### config.mk
export PLATFORM = sky130hd
export DESIGN_NAME = pam_top
export DESIGN_NICKNAME = d
export VERILOG_FILES = /design/src/hw/pam_pkg.sv /design/src/hw/pam_top.sv
export SDC_FILE = /design/constraint.sdc
export NUM_CORES = 1
export LEC_CHECK = 0
export ABC_AREA = 1
export BUFFER_PORTS_ARGS = -buffer_cell sky130_fd_sc_hd__buf_4
export CAP_MARGIN = 0
export CELL_PAD_IN_SITES_DETAIL_PLACEMENT = 1
export CELL_PAD_IN_SITES_GLOBAL_PLACEMENT = 1
export CORE_MARGIN = 2
export CORE_UTILIZATION = 36
export CTS_CLUSTER_SIZE = 30
export DETAILED_ROUTE_END_ITERATION = 16
export PLACE_DENSITY_LB_ADDON = 0.1
export REMOVE_ABC_BUFFERS = 1
export SETUP_SLACK_MARGIN = 0.02
export SLEW_MARGIN = 10
export SYNTH_ARGS = -nofsm -noshare
export SYNTH_HDL_FRONTEND = slang
export SYNTH_SLANG_ARGS = --single-unit
export TNS_END_PERCENT = 5
### constraint.sdc
create_clock -name sys_clk -period 1.3 [get_ports sys_clk]
set_clock_uncertainty 0.05 [all_clocks]
set_input_delay 0.065 -clock sys_clk [delete_from_list [all_inputs] [get_ports sys_clk]]
set_output_delay 0.065 -clock sys_clk [all_outputs]
set_load 0.05 [all_outputs]
### src/hw/pam_pkg.sv
// Notes on behaviour
// - ten dedicated-input cells and ten bidirectional-pin input cells feed the array
// - each input cell passes its pin directly, latches it, or registers it
// - input-side clock gates latch-mode cells and clocks register-mode cells
// - dedicated-input and pin-input cell groups are configured independently
// - input-side clock and state register clock are separate and independent
// - eight hidden state cells feed back into the array only
// - ten pin-driving cells drive pins and feed back into the array
// - each state cell is combinational, sum-term clocked, or clock-enabled register
// - each pin-driving cell has its own output-enable term controlling direction
// - each pin-driving cell has a bit choosing true or inverted pin output
// - hidden cells give true and complement feedback instead of a polarity bit
// - each enable sum term passes through a programmable inversion bit
// - enable-register mode loads on state clock only while enable is asserted
// - sum-term-clock mode loads on the rising edge of its enable term unless the reset term is asserted
// - one active-high reset term clears all state cell registers at once
// - reset registers read zero, so registered pins show one while their output inversion bit is clear
// - each pin-driving cell feeds its own value back ahead of the driver
// - each pin also feeds back through its pin input cell, usable as input
// - enable-register mode lets set-reset, J-K and toggle be built from terms
// - hidden cells carry three configuration bits and no output polarity bit
package pam_pkg;
    localparam int unsigned NUM_IN     = 10;
    localparam int unsigned NUM_PIN    = 10;
    localparam int unsigned NUM_HIDDEN = 8;
    localparam int unsigned NUM_CELL   = NUM_PIN + NUM_HIDDEN;

    localparam logic [4:0] ADDR_DED_CFG   = 5'h00;
    localparam logic [4:0] ADDR_PIN_CFG   = 5'h04;
    localparam logic [4:0] ADDR_CLK_SEL   = 5'h08;
    localparam logic [4:0] ADDR_SYNC_SEL  = 5'h0c;
    localparam logic [4:0] ADDR_EN_POL    = 5'h10;
    localparam logic [4:0] ADDR_OUT_INV   = 5'h14;
    localparam logic [4:0] ADDR_CELL_STAT = 5'h18;
    localparam logic [4:0] ADDR_IN_STAT   = 5'h1c;

    localparam int unsigned IN_LATCH_LSB = 16;
    localparam int unsigned IN_STAT_PIN_LSB = 16;

    localparam logic [1:0] RESP_OKAY   = 2'h0;
    localparam logic [1:0] RESP_SLVERR = 2'h2;

    localparam logic [NUM_CELL-1:0] CELL_CFG_RST = 18'h00000;
    localparam logic [NUM_PIN-1:0]  OUT_INV_RST  = 10'h000;
    localparam logic [NUM_IN-1:0]   IN_CFG_RST   = 10'h000;

    typedef struct packed {
        logic [NUM_IN-1:0] syncSel;
        logic [NUM_IN-1:0] latchSel;
    } pam_in_cfg_s;

    typedef struct packed {
        logic [NUM_CELL-1:0] clkSrcSel;
        logic [NUM_CELL-1:0] syncSel;
        logic [NUM_CELL-1:0] enPol;
    } pam_cell_cfg_s;

    typedef enum logic [1:0] {IN_ASYNC, IN_LATCH, IN_REG} pam_in_mode_e;
    typedef enum logic [1:0] {CELL_COMB, CELL_TERM_CLK, CELL_EN_REG} pam_cell_mode_e;
endpackage

### src/hw/pam_top.sv
// The AXI4-Lite interface to the registers and the address map are this design's own decisions.
`timescale 1ns/1ns
module pam_top
    import pam_pkg::*;
(
    input  wire logic                sys_clk,
    input  wire logic                rst_n,
    input  wire logic [4:0]          s_axil_awaddr,
    input  wire logic                s_axil_awvalid,
    output logic                     s_axil_awready,
    input  wire logic [31:0]         s_axil_wdata,
    input  wire logic [3:0]          s_axil_wstrb,
    input  wire logic                s_axil_wvalid,
    output logic                     s_axil_wready,
    output logic [1:0]               s_axil_bresp,
    output logic                     s_axil_bvalid,
    input  wire logic                s_axil_bready,
    input  wire logic [4:0]          s_axil_araddr,
    input  wire logic                s_axil_arvalid,
    output logic                     s_axil_arready,
    output logic [31:0]              s_axil_rdata,
    output logic [1:0]               s_axil_rresp,
    output logic                     s_axil_rvalid,
    input  wire logic                s_axil_rready,
    input  wire logic                inputSideClock,
    input  wire logic                stateRegisterClock,
    input  wire logic [NUM_IN-1:0]   dedicatedInPin,
    input  wire logic [NUM_PIN-1:0]  bidirPinIn,
    input  wire logic [NUM_CELL-1:0] dataSumTerm,
    input  wire logic [NUM_CELL-1:0] enableSumTerm,
    input  wire logic [NUM_PIN-1:0]  outputEnableTerm,
    input  wire logic                resetTerm,
    output logic [NUM_IN-1:0]        dedicatedInToArray,
    output logic [NUM_PIN-1:0]       pinInToArray,
    output logic [NUM_CELL-1:0]      cellFeedback,
    output logic [NUM_CELL-1:0]      cellFeedbackN,
    output logic [NUM_PIN-1:0]       bidirPinOut,
    output logic [NUM_PIN-1:0]       bidirPinOe_n
);
    pam_in_cfg_s         dedCfg;
    pam_in_cfg_s         pinCfg;
    pam_cell_cfg_s       cellCfg;
    logic [NUM_PIN-1:0]  outInv;
    logic [NUM_IN-1:0]   dedMeta;
    logic [NUM_IN-1:0]   dedSync;
    logic [NUM_PIN-1:0]  pinMeta;
    logic [NUM_PIN-1:0]  pinSync;
    logic [1:0]          inClkMeta;
    logic [1:0]          inClkSync;
    logic                inClkPrev;
    logic                stClkPrev;
    logic [NUM_CELL-1:0] enPrev;
    logic [NUM_CELL-1:0] cellEn;
    logic                inClkRise;
    logic                stClkRise;
    logic [NUM_IN-1:0]   next_dedIn;
    logic [NUM_PIN-1:0]  next_pinIn;
    logic [NUM_CELL-1:0] next_cell;
    logic [4:0]          awAddr;
    logic [31:0]         wData;
    logic [3:0]          wStrb;
    logic                gotAw;
    logic                gotW;
    logic                writeCommit;
    logic                writeHit;
    logic [31:0]         dedSyncWord;
    logic [31:0]         dedLatchWord;
    logic [31:0]         pinSyncWord;
    logic [31:0]         pinLatchWord;
    logic [31:0]         clkSelWord;
    logic [31:0]         syncSelWord;
    logic [31:0]         enPolWord;
    logic [31:0]         outInvWord;

    function automatic pam_in_mode_e inMode(input logic syncSel, input logic latchSel);
        if (!syncSel) begin
            return IN_ASYNC;
        end else if (latchSel) begin
            return IN_LATCH;
        end
        return IN_REG;
    endfunction

    function automatic pam_cell_mode_e cellMode(input logic syncSel, input logic clkSrcSel);
        if (!syncSel) begin
            return CELL_COMB;
        end else if (clkSrcSel) begin
            return CELL_TERM_CLK;
        end
        return CELL_EN_REG;
    endfunction

    // one group of input cells; both groups share this decode
    function automatic logic [NUM_IN-1:0] inCells(input logic [NUM_IN-1:0] pins, input logic [NUM_IN-1:0] held,
                                                  input pam_in_cfg_s cfg, input logic clkLvl, input logic clkRise);
        logic [NUM_IN-1:0] res;
        res = held;
        for (int i = 0; i < NUM_IN; i++) begin
            case (inMode(cfg.syncSel[i], cfg.latchSel[i]))
                IN_ASYNC: res[i] = pins[i];
                IN_LATCH: res[i] = clkLvl ? pins[i] : held[i];
                IN_REG:   res[i] = clkRise ? pins[i] : held[i];
                default:  res[i] = held[i];
            endcase
        end
        return res;
    endfunction

    function automatic logic [31:0] strobed(input logic [31:0] old, input logic [31:0] data, input logic [3:0] strb);
        logic [31:0] res;
        res = old;
        for (int b = 0; b < 4; b++) begin
            if (strb[b]) begin
                res[b*8 +: 8] = data[b*8 +: 8];
            end
        end
        return res;
    endfunction

    // pin and clock synchronisers
    always_ff @(posedge sys_clk) begin
        if (!rst_n) begin
            dedMeta   <= '0;
            dedSync   <= '0;
            pinMeta   <= '0;
            pinSync   <= '0;
            inClkMeta <= '0;
            inClkSync <= '0;
        end else begin
            dedMeta   <= dedicatedInPin;
            dedSync   <= dedMeta;
            pinMeta   <= bidirPinIn;
            pinSync   <= pinMeta;
            inClkMeta <= {stateRegisterClock, inputSideClock};
            inClkSync <= inClkMeta;
        end
    end

    assign inClkRise = inClkSync[0] && !inClkPrev;
    assign stClkRise = inClkSync[1] && !stClkPrev;
    assign cellEn    = enableSumTerm ^ cellCfg.enPol;

    // input cells
    always_comb begin
        next_dedIn = inCells(dedSync, dedicatedInToArray, dedCfg, inClkSync[0], inClkRise);
        next_pinIn = inCells(pinSync, pinInToArray, pinCfg, inClkSync[0], inClkRise);
    end

    always_ff @(posedge sys_clk) begin
        if (!rst_n) begin
            inClkPrev          <= 1'b0;
            dedicatedInToArray <= '0;
            pinInToArray       <= '0;
        end else begin
            inClkPrev          <= inClkSync[0];
            dedicatedInToArray <= next_dedIn;
            pinInToArray       <= next_pinIn;
        end
    end

    // state cells, pin-driving first then hidden
    always_comb begin
        next_cell = cellFeedback;
        for (int i = 0; i < NUM_CELL; i++) begin
            case (cellMode(cellCfg.syncSel[i], cellCfg.clkSrcSel[i]))
                CELL_COMB: next_cell[i] = dataSumTerm[i];
                CELL_TERM_CLK: begin
                    if (cellEn[i] && !enPrev[i]) begin
                        next_cell[i] = dataSumTerm[i];
                    end
                end
                CELL_EN_REG: begin
                    if (stClkRise && cellEn[i]) begin
                        next_cell[i] = dataSumTerm[i];
                    end
                end
                default: next_cell[i] = cellFeedback[i];
            endcase
        end
        if (resetTerm) begin
            next_cell = '0;
        end
    end

    always_ff @(posedge sys_clk) begin
        if (!rst_n) begin
            stClkPrev     <= 1'b0;
            enPrev        <= '0;
            cellFeedback  <= '0;
            cellFeedbackN <= '1;
            bidirPinOut   <= '1;
            bidirPinOe_n  <= '1;
        end else begin
            stClkPrev     <= inClkSync[1];
            enPrev        <= cellEn;
            cellFeedback  <= next_cell;
            cellFeedbackN <= ~next_cell;
            bidirPinOut   <= ~next_cell[NUM_PIN-1:0] ^ outInv;
            bidirPinOe_n  <= ~outputEnableTerm;
        end
    end

    // register bus, write side
    assign writeCommit = gotAw && gotW && !s_axil_bvalid;
    assign writeHit    = awAddr inside {ADDR_DED_CFG, ADDR_PIN_CFG, ADDR_CLK_SEL, ADDR_SYNC_SEL,
                                        ADDR_EN_POL, ADDR_OUT_INV};

    always_ff @(posedge sys_clk) begin
        if (!rst_n) begin
            s_axil_awready <= 1'b1;
            s_axil_wready  <= 1'b1;
            s_axil_bvalid  <= 1'b0;
            s_axil_bresp   <= RESP_OKAY;
            gotAw          <= 1'b0;
            gotW           <= 1'b0;
            awAddr         <= '0;
            wData          <= '0;
            wStrb          <= '0;
        end else begin
            if (s_axil_awvalid && s_axil_awready) begin
                s_axil_awready <= 1'b0;
                gotAw          <= 1'b1;
                awAddr         <= {s_axil_awaddr[4:2], 2'h0};
            end
            if (s_axil_wvalid && s_axil_wready) begin
                s_axil_wready <= 1'b0;
                gotW          <= 1'b1;
                wData         <= s_axil_wdata;
                wStrb         <= s_axil_wstrb;
            end
            if (writeCommit) begin
                gotAw         <= 1'b0;
                gotW          <= 1'b0;
                s_axil_bvalid <= 1'b1;
                s_axil_bresp  <= writeHit ? RESP_OKAY : RESP_SLVERR;
            end
            if (s_axil_bvalid && s_axil_bready) begin
                s_axil_bvalid  <= 1'b0;
                s_axil_awready <= 1'b1;
                s_axil_wready  <= 1'b1;
            end
        end
    end

    // merged register words, strobes applied over the current bits
    assign dedSyncWord  = strobed({22'h0, dedCfg.syncSel}, wData, wStrb);
    assign dedLatchWord = strobed({6'h0, dedCfg.latchSel, 16'h0}, wData, wStrb);
    assign pinSyncWord  = strobed({22'h0, pinCfg.syncSel}, wData, wStrb);
    assign pinLatchWord = strobed({6'h0, pinCfg.latchSel, 16'h0}, wData, wStrb);
    assign clkSelWord   = strobed({14'h0, cellCfg.clkSrcSel}, wData, wStrb);
    assign syncSelWord  = strobed({14'h0, cellCfg.syncSel}, wData, wStrb);
    assign enPolWord    = strobed({14'h0, cellCfg.enPol}, wData, wStrb);
    assign outInvWord   = strobed({22'h0, outInv}, wData, wStrb);

    // configuration bits
    always_ff @(posedge sys_clk) begin
        if (!rst_n) begin
            dedCfg  <= '{syncSel: IN_CFG_RST, latchSel: IN_CFG_RST};
            pinCfg  <= '{syncSel: IN_CFG_RST, latchSel: IN_CFG_RST};
            cellCfg <= '{clkSrcSel: CELL_CFG_RST, syncSel: CELL_CFG_RST, enPol: CELL_CFG_RST};
            outInv  <= OUT_INV_RST;
        end else if (writeCommit) begin
            case (awAddr)
                ADDR_DED_CFG: begin
                    dedCfg.syncSel  <= dedSyncWord[NUM_IN-1:0];
                    dedCfg.latchSel <= dedLatchWord[IN_LATCH_LSB +: NUM_IN];
                end
                ADDR_PIN_CFG: begin
                    pinCfg.syncSel  <= pinSyncWord[NUM_IN-1:0];
                    pinCfg.latchSel <= pinLatchWord[IN_LATCH_LSB +: NUM_IN];
                end
                ADDR_CLK_SEL:  cellCfg.clkSrcSel <= clkSelWord[NUM_CELL-1:0];
                ADDR_SYNC_SEL: cellCfg.syncSel   <= syncSelWord[NUM_CELL-1:0];
                ADDR_EN_POL:   cellCfg.enPol     <= enPolWord[NUM_CELL-1:0];
                ADDR_OUT_INV:  outInv            <= outInvWord[NUM_PIN-1:0];
                default: ;
            endcase
        end
    end

    // register bus, read side
    always_ff @(posedge sys_clk) begin
        if (!rst_n) begin
            s_axil_arready <= 1'b1;
            s_axil_rvalid  <= 1'b0;
            s_axil_rdata   <= '0;
            s_axil_rresp   <= RESP_OKAY;
        end else begin
            if (s_axil_arvalid && s_axil_arready) begin
                s_axil_arready <= 1'b0;
                s_axil_rvalid  <= 1'b1;
                s_axil_rresp   <= RESP_OKAY;
                case ({s_axil_araddr[4:2], 2'h0})
                    ADDR_DED_CFG:   s_axil_rdata <= {6'h0, dedCfg.latchSel, 6'h0, dedCfg.syncSel};
                    ADDR_PIN_CFG:   s_axil_rdata <= {6'h0, pinCfg.latchSel, 6'h0, pinCfg.syncSel};
                    ADDR_CLK_SEL:   s_axil_rdata <= {14'h0, cellCfg.clkSrcSel};
                    ADDR_SYNC_SEL:  s_axil_rdata <= {14'h0, cellCfg.syncSel};
                    ADDR_EN_POL:    s_axil_rdata <= {14'h0, cellCfg.enPol};
                    ADDR_OUT_INV:   s_axil_rdata <= {22'h0, outInv};
                    ADDR_CELL_STAT: s_axil_rdata <= {14'h0, cellFeedback};
                    ADDR_IN_STAT:   s_axil_rdata <= {6'h0, pinInToArray, 6'h0, dedicatedInToArray};
                    default: begin
                        s_axil_rdata <= '0;
                        s_axil_rresp <= RESP_SLVERR;
                    end
                endcase
            end
            if (s_axil_rvalid && s_axil_rready) begin
                s_axil_rvalid  <= 1'b0;
                s_axil_arready <= 1'b1;
            end
        end
    end
endmodule

# Yosys cells after proc, flatten, opt, wreduce, memory -nomap -nowiden
# Index checks and enable logic that the tools add are counted.
# totals
register_bits,318
in_bits,122
out_inout_bits,117
word_cells,674
# classes
n_eq_ne,128
muxes,307
n_bitwise,6
n_reduce_logical,169
# ops
cell,count
case mux 32 bit (8 select lines),1
two-way mux 2 bit,115
two-way mux 1 bit,152
AND reduction 3 bit,39
case mux 1 bit (3 select lines),38
"inequality test 2 bit, second input constant",40
"== test 2 x 1 -> 1 bit, second input constant",38
"== test 2 bit, second input constant",38
zero test 2 bit,38
nonzero test 3 bit,20
logical AND 1 bit,45
zero test 1 bit,21
NOT 10 bit,2
"== test 3 bit, second input constant",6
two-way mux 18 bit,1
NOT 18 bit,1
XOR 18 bit,1
"== test 3 x 2 -> 1 bit, second input constant",4
XOR 10 bit,1
"== test 3 x 1 -> 1 bit, second input constant",2
nonzero test 6 bit,1
OR reduction 2 bit,3
zero test 5 bit,1
zero test 3 bit,1
NOT 1 bit,1

# Depth between registers and ports, before layout
# depth
word_depth,8
depth_mapped,11
mapped_depth_nobuf,9

# Worst setup path after synthesis
# Ideal clock, no wire load.
# synth_path
kind,reg-to-reg
from,register s_axil_arready
to,register s_axil_rdata[22]
setup_time_ns,0.057
arrival_time_ns,1.514
t_required_ns,1.193
slack_ns,-0.321
stages_incl_launch_ff,8
n_path_buf,1
synth_period_minus_slack_ns,1.621
path_cell_list,dfxtp_1 > nand2_2 > inv_2 > buf_2 > o21ai_1 > a31oi_1 > o31ai_1 > inv_1
# synth_between
elab_chain_len,1
# synth_rtl
element,line_no,text
start: declaration,pam_top.sv:20,"output logic s_axil_arready,"
start signal: assignment,pam_top.sv:284,s_axil_arready <= 1'b1;
start signal: assignment,pam_top.sv:290,s_axil_arready <= 1'b0;
start signal: assignment,pam_top.sv:310,s_axil_arready <= 1'b1;
logical AND 1 bit,pam_top.sv:289,if (s_axil_arvalid && s_axil_arready) begin
end signal: assignment,pam_top.sv:294,"ADDR_DED_CFG: s_axil_rdata <= {6'h0, dedCfg.latchSel, 6'h0, dedCfg.syncSel};"
end signal: assignment,pam_top.sv:295,"ADDR_PIN_CFG: s_axil_rdata <= {6'h0, pinCfg.latchSel, 6'h0, pinCfg.syncSel};"
end signal: assignment,pam_top.sv:296,"ADDR_CLK_SEL: s_axil_rdata <= {14'h0, cellCfg.clkSrcSel};"
end: declaration,pam_top.sv:21,"output logic [31:0] s_axil_rdata,"
# Every way passes these cells.
# A chain may end at the register's enable or synchronous reset.

# Worst setup path after layout
# layout_path
from,register s_axil_bvalid
to,register dedCfg[18] (netlist name)
# layout_between
elab_chain_len,3
# layout_rtl
element,line_no,text
start: declaration,pam_top.sv:16,"output logic s_axil_bvalid,"
start signal: assignment,pam_top.sv:212,s_axil_bvalid <= 1'b0;
start signal: assignment,pam_top.sv:234,s_axil_bvalid <= 1'b1;
start signal: assignment,pam_top.sv:238,s_axil_bvalid <= 1'b0;
zero test 1 bit,pam_top.sv:204,assign writeCommit = gotAw && gotW && !s_axil_bvalid;
logical AND 1 bit,pam_top.sv:204,
AND reduction 3 bit (no source line),--,
end signal: assignment,pam_top.sv:258,"dedCfg <= '{syncSel: IN_CFG_RST, latchSel: IN_CFG_RST};"
end: declaration,pam_top.sv:40,pam_in_cfg_s dedCfg;
# Every way passes these cells.

==> impl_metrics.toml <==
[worst_setup_path]
worst-setup-path-type = "reg -> reg"
worstPathCellList = "inv_2, nand3_4, nor2_4, buf_6, nand2_2, o21ai_2, nor2_1"
path_max_fanout = 5
crit_required_ps = 1660
path_buf_inv = 2
r2r_slack_ps = -80
start_kind = "flop"
cpMaxStageDelayCell = "dfxtp_2"
cpLargestDelayFamily = "simple AND/OR/NAND/NOR gates"
ff2ff_path_depth = 7
slowest_delay_ps = 330
cp-end-kind = "flop"
arrival_ps = 1740
path_depth = 7

[clock_network]
cts_tree = "built"
root_buffer = "clkbuf_16"
clock-sinks = 311
htree_levels = 2
path_clk_slew_ps = 60
cts_buffers = 36
clkLatencyLatePin_ps = 520
clk_path_buf_depth = 3

[sta]
max_freq_mhz = 723
setup_viol = 97
hold_viol = 0
period_needed_ps = 1380
slew_violations = 0
slew_headroom = 0.453
worstMarginPinSlew_ps = 821
setup_ws_ps = -82.5
rsz0062_at_grt = "yes"
post-route-period-util = 1.06

[grt]
met2_usage = 0.419
grt_pass1_wl_um = 69100
grt_max_degree = 54
grt_use_total = 0.246
use_met1 = 0.334
use_met3 = 0.0387
busiest_layer = "met2"
antenna_found_initial = 0
grt_pass1_vias = 12400
grt-ovfl-total = 0

[status]
violations = "negative setup slack"
status = "finished with violations"

[place]
portBuffers = 219
gp_congestion = 0.821
dpl.hpwl_um = 29500
place_ws_ps = -186

[floorplan]
io_pins = 239
core-area_mm2 = 0.0335
die_y_um = 188
dieWidth_um = 188
initial_core_util = 0.365
num_rows = 67
dieArea_mm2 = 0.0355

[synthesis]
synth_flop_cell = "dfxtp_1"
synth_seq_cells = 311
syn_area_per_cell_um2 = 7.46
asyncSetResetFlopFracSynth = 0
syn-cell-area_mm2 = 0.0122
synth_cells = 1641
synth.top_cell.area_share = 0.509
synth-warning-count = 0
yosysMostFrequentCell = "dfxtp_1"
synthTopCellsByArea = "dfxtp_1 (51%), nand2_1 (8.9%), nor2_1 (6.8%)"
synth_edf_count = 0
seq_area_frac_synth = 0.509
synth_common_cells = "dfxtp_1 (311), nand2_1 (290), nor2_1 (221), inv_1 (217), o21ai_0 (159)"
ys_types = 38
synth_area_leader_cell = "dfxtp_1"

[pwr]
ir_drop_v = 0.000971
leakage_uw = 0.00805
power.density_mw_per_mm2 = 1280

[layout]
area_growth_pct = 48.3
fin_nets = 2169
diodes = 0
final_util = 0.541
drive_gt1_frac = 0.267

[worst_hold_path]
hold_depth = 4
worst_hold_path_type = "in -> reg"

[drt]
drt_first_pass_iters = 5
routed_wl_um = 44500
drt_iter0_markers = 652
vias = 12200
routed_via_density = 4.86
wl_per_cell_um = 17.7
drc = 0
antenna_left = 0

[flow_run]
maxCapViolCount = 0
[metrics by stage]
step / instance area [um^2] / std cells / power, uW / hold slack, ps / setup TNS (ps)
CTS: 17800 / 2516 / 23400 / 15.8 / -6040
global placement: 14900 / 2319 / 12900 / 175 / -5080
floorplan: 11900 / 1574 / 11600 / 76.9 / -57630
finish: 18100 / 2518 / 23300 / 9.18 / -3660
detailed placement: 14900 / 2319 / 12900 / 180 / -10110
global route: 18100 / 2518 / 24200 / 39.5 / -14070
[power breakdown]
part / switching [uW] / total, uW / internal [uW] / leakage [uW]
sequential: 290 / 10200 / 9890 / 0.00255
clock: 3950 / 10000 / 6060 / 0.000563
combinational: 1870 / 3120 / 1260 / 0.00494
total: 6110 / 23300 / 17200 / 0.00805
[cells by family (layout without fill, tap and decap cells)]
family                 count (synthesis)  in the layout  share of synthesized area
other                                  1              9                   0.000306
buffers and inverters                313            730                      0.106
flip-flops                           311            311                      0.509
AO/OA/AOI/OAI                        371            371                      0.158
XOR/XNOR                               8              8                    0.00572
AND/OR/NAND/NOR                      637            641                      0.222
[flip-flops by register name (all words and copies together) (netlist names), 18 cells and up]
register	count
dedCfg	20
cellCfg	54
enPrev	18
cellFeedbackN	18
cellFeedback	18
pinCfg	20
s_axil_rdata	26
wData	26
[repair_timing]
item	CTS	global route
pin swaps	33	35
setup endpoints to repair	151	186
resized for setup	178	102
cloned	5	1
hold buffers	120	0
endpoints found under the hold margin	152	0
buffers inserted	11	2
[area by class of cell]
cell class              count  area [um^2]
well taps                 448          561
clock buffers              56         1080
multi-input cells        1029         5360
repair buffers            431         3890
fillers                  4005        15400
flip-flops and latches    311         6240
inverters                 238          943
clock inverters             5         77.6
[path summary, 6_finish.rpt]
check,from,endpoint
setup / recovery,s_axil_bvalid,dedCfg[18]
setup reg to reg,s_axil_bvalid,dedCfg[18]
hold / removal,rst_n,s_axil_wready
hold reg to reg,inClkMeta[1],inClkSync[1]
[layer usage]
metal	wire length (um)	part of all wire
met1	20900	0.47
met2	21000	0.47
met3	1940	0.044
met4	667	0.015
met5	0	0
[cell usage in the layout (no fill, tap or decap), types with 2 or more instances in the layout]
master         instances
a31oi_1                7
nor2_4                 4
o22ai_1                6
inv_2                 18
nand2_8                6
a21oi_1              130
clkbuf_8               8
dfxtp_2                8
nor2_1               208
inv_4                  3
nand4_1               32
a21oi_2                3
dlygate4sd3_1        119
nor2_2                13
bufinv_16              2
clkbuf_16             37
dfxtp_1              302
buf_4                272
clkinv_4               2
inv_8                  2
nand2_2               34
nand3_2               33
inv_1                210
xor2_1                 8
buf_12                23
nand3_1               36
nand3_4                5
o21ai_0               79
nand2_4               10
o31ai_1                5
o21ai_1               89
clkinv_2               2
nand2_1              257
conb_1                 9
a311oi_1               4
o21ai_2               42
buf_6                 15
o31ai_2                2
clkbuf_1              11
[tightest hold or removal path, stage by stage]
cell and delay [ps]:
buf_6 110, inv_2 180, a21oi_1 100, nand2_1 60
Power figures use the tool's default switching activity.
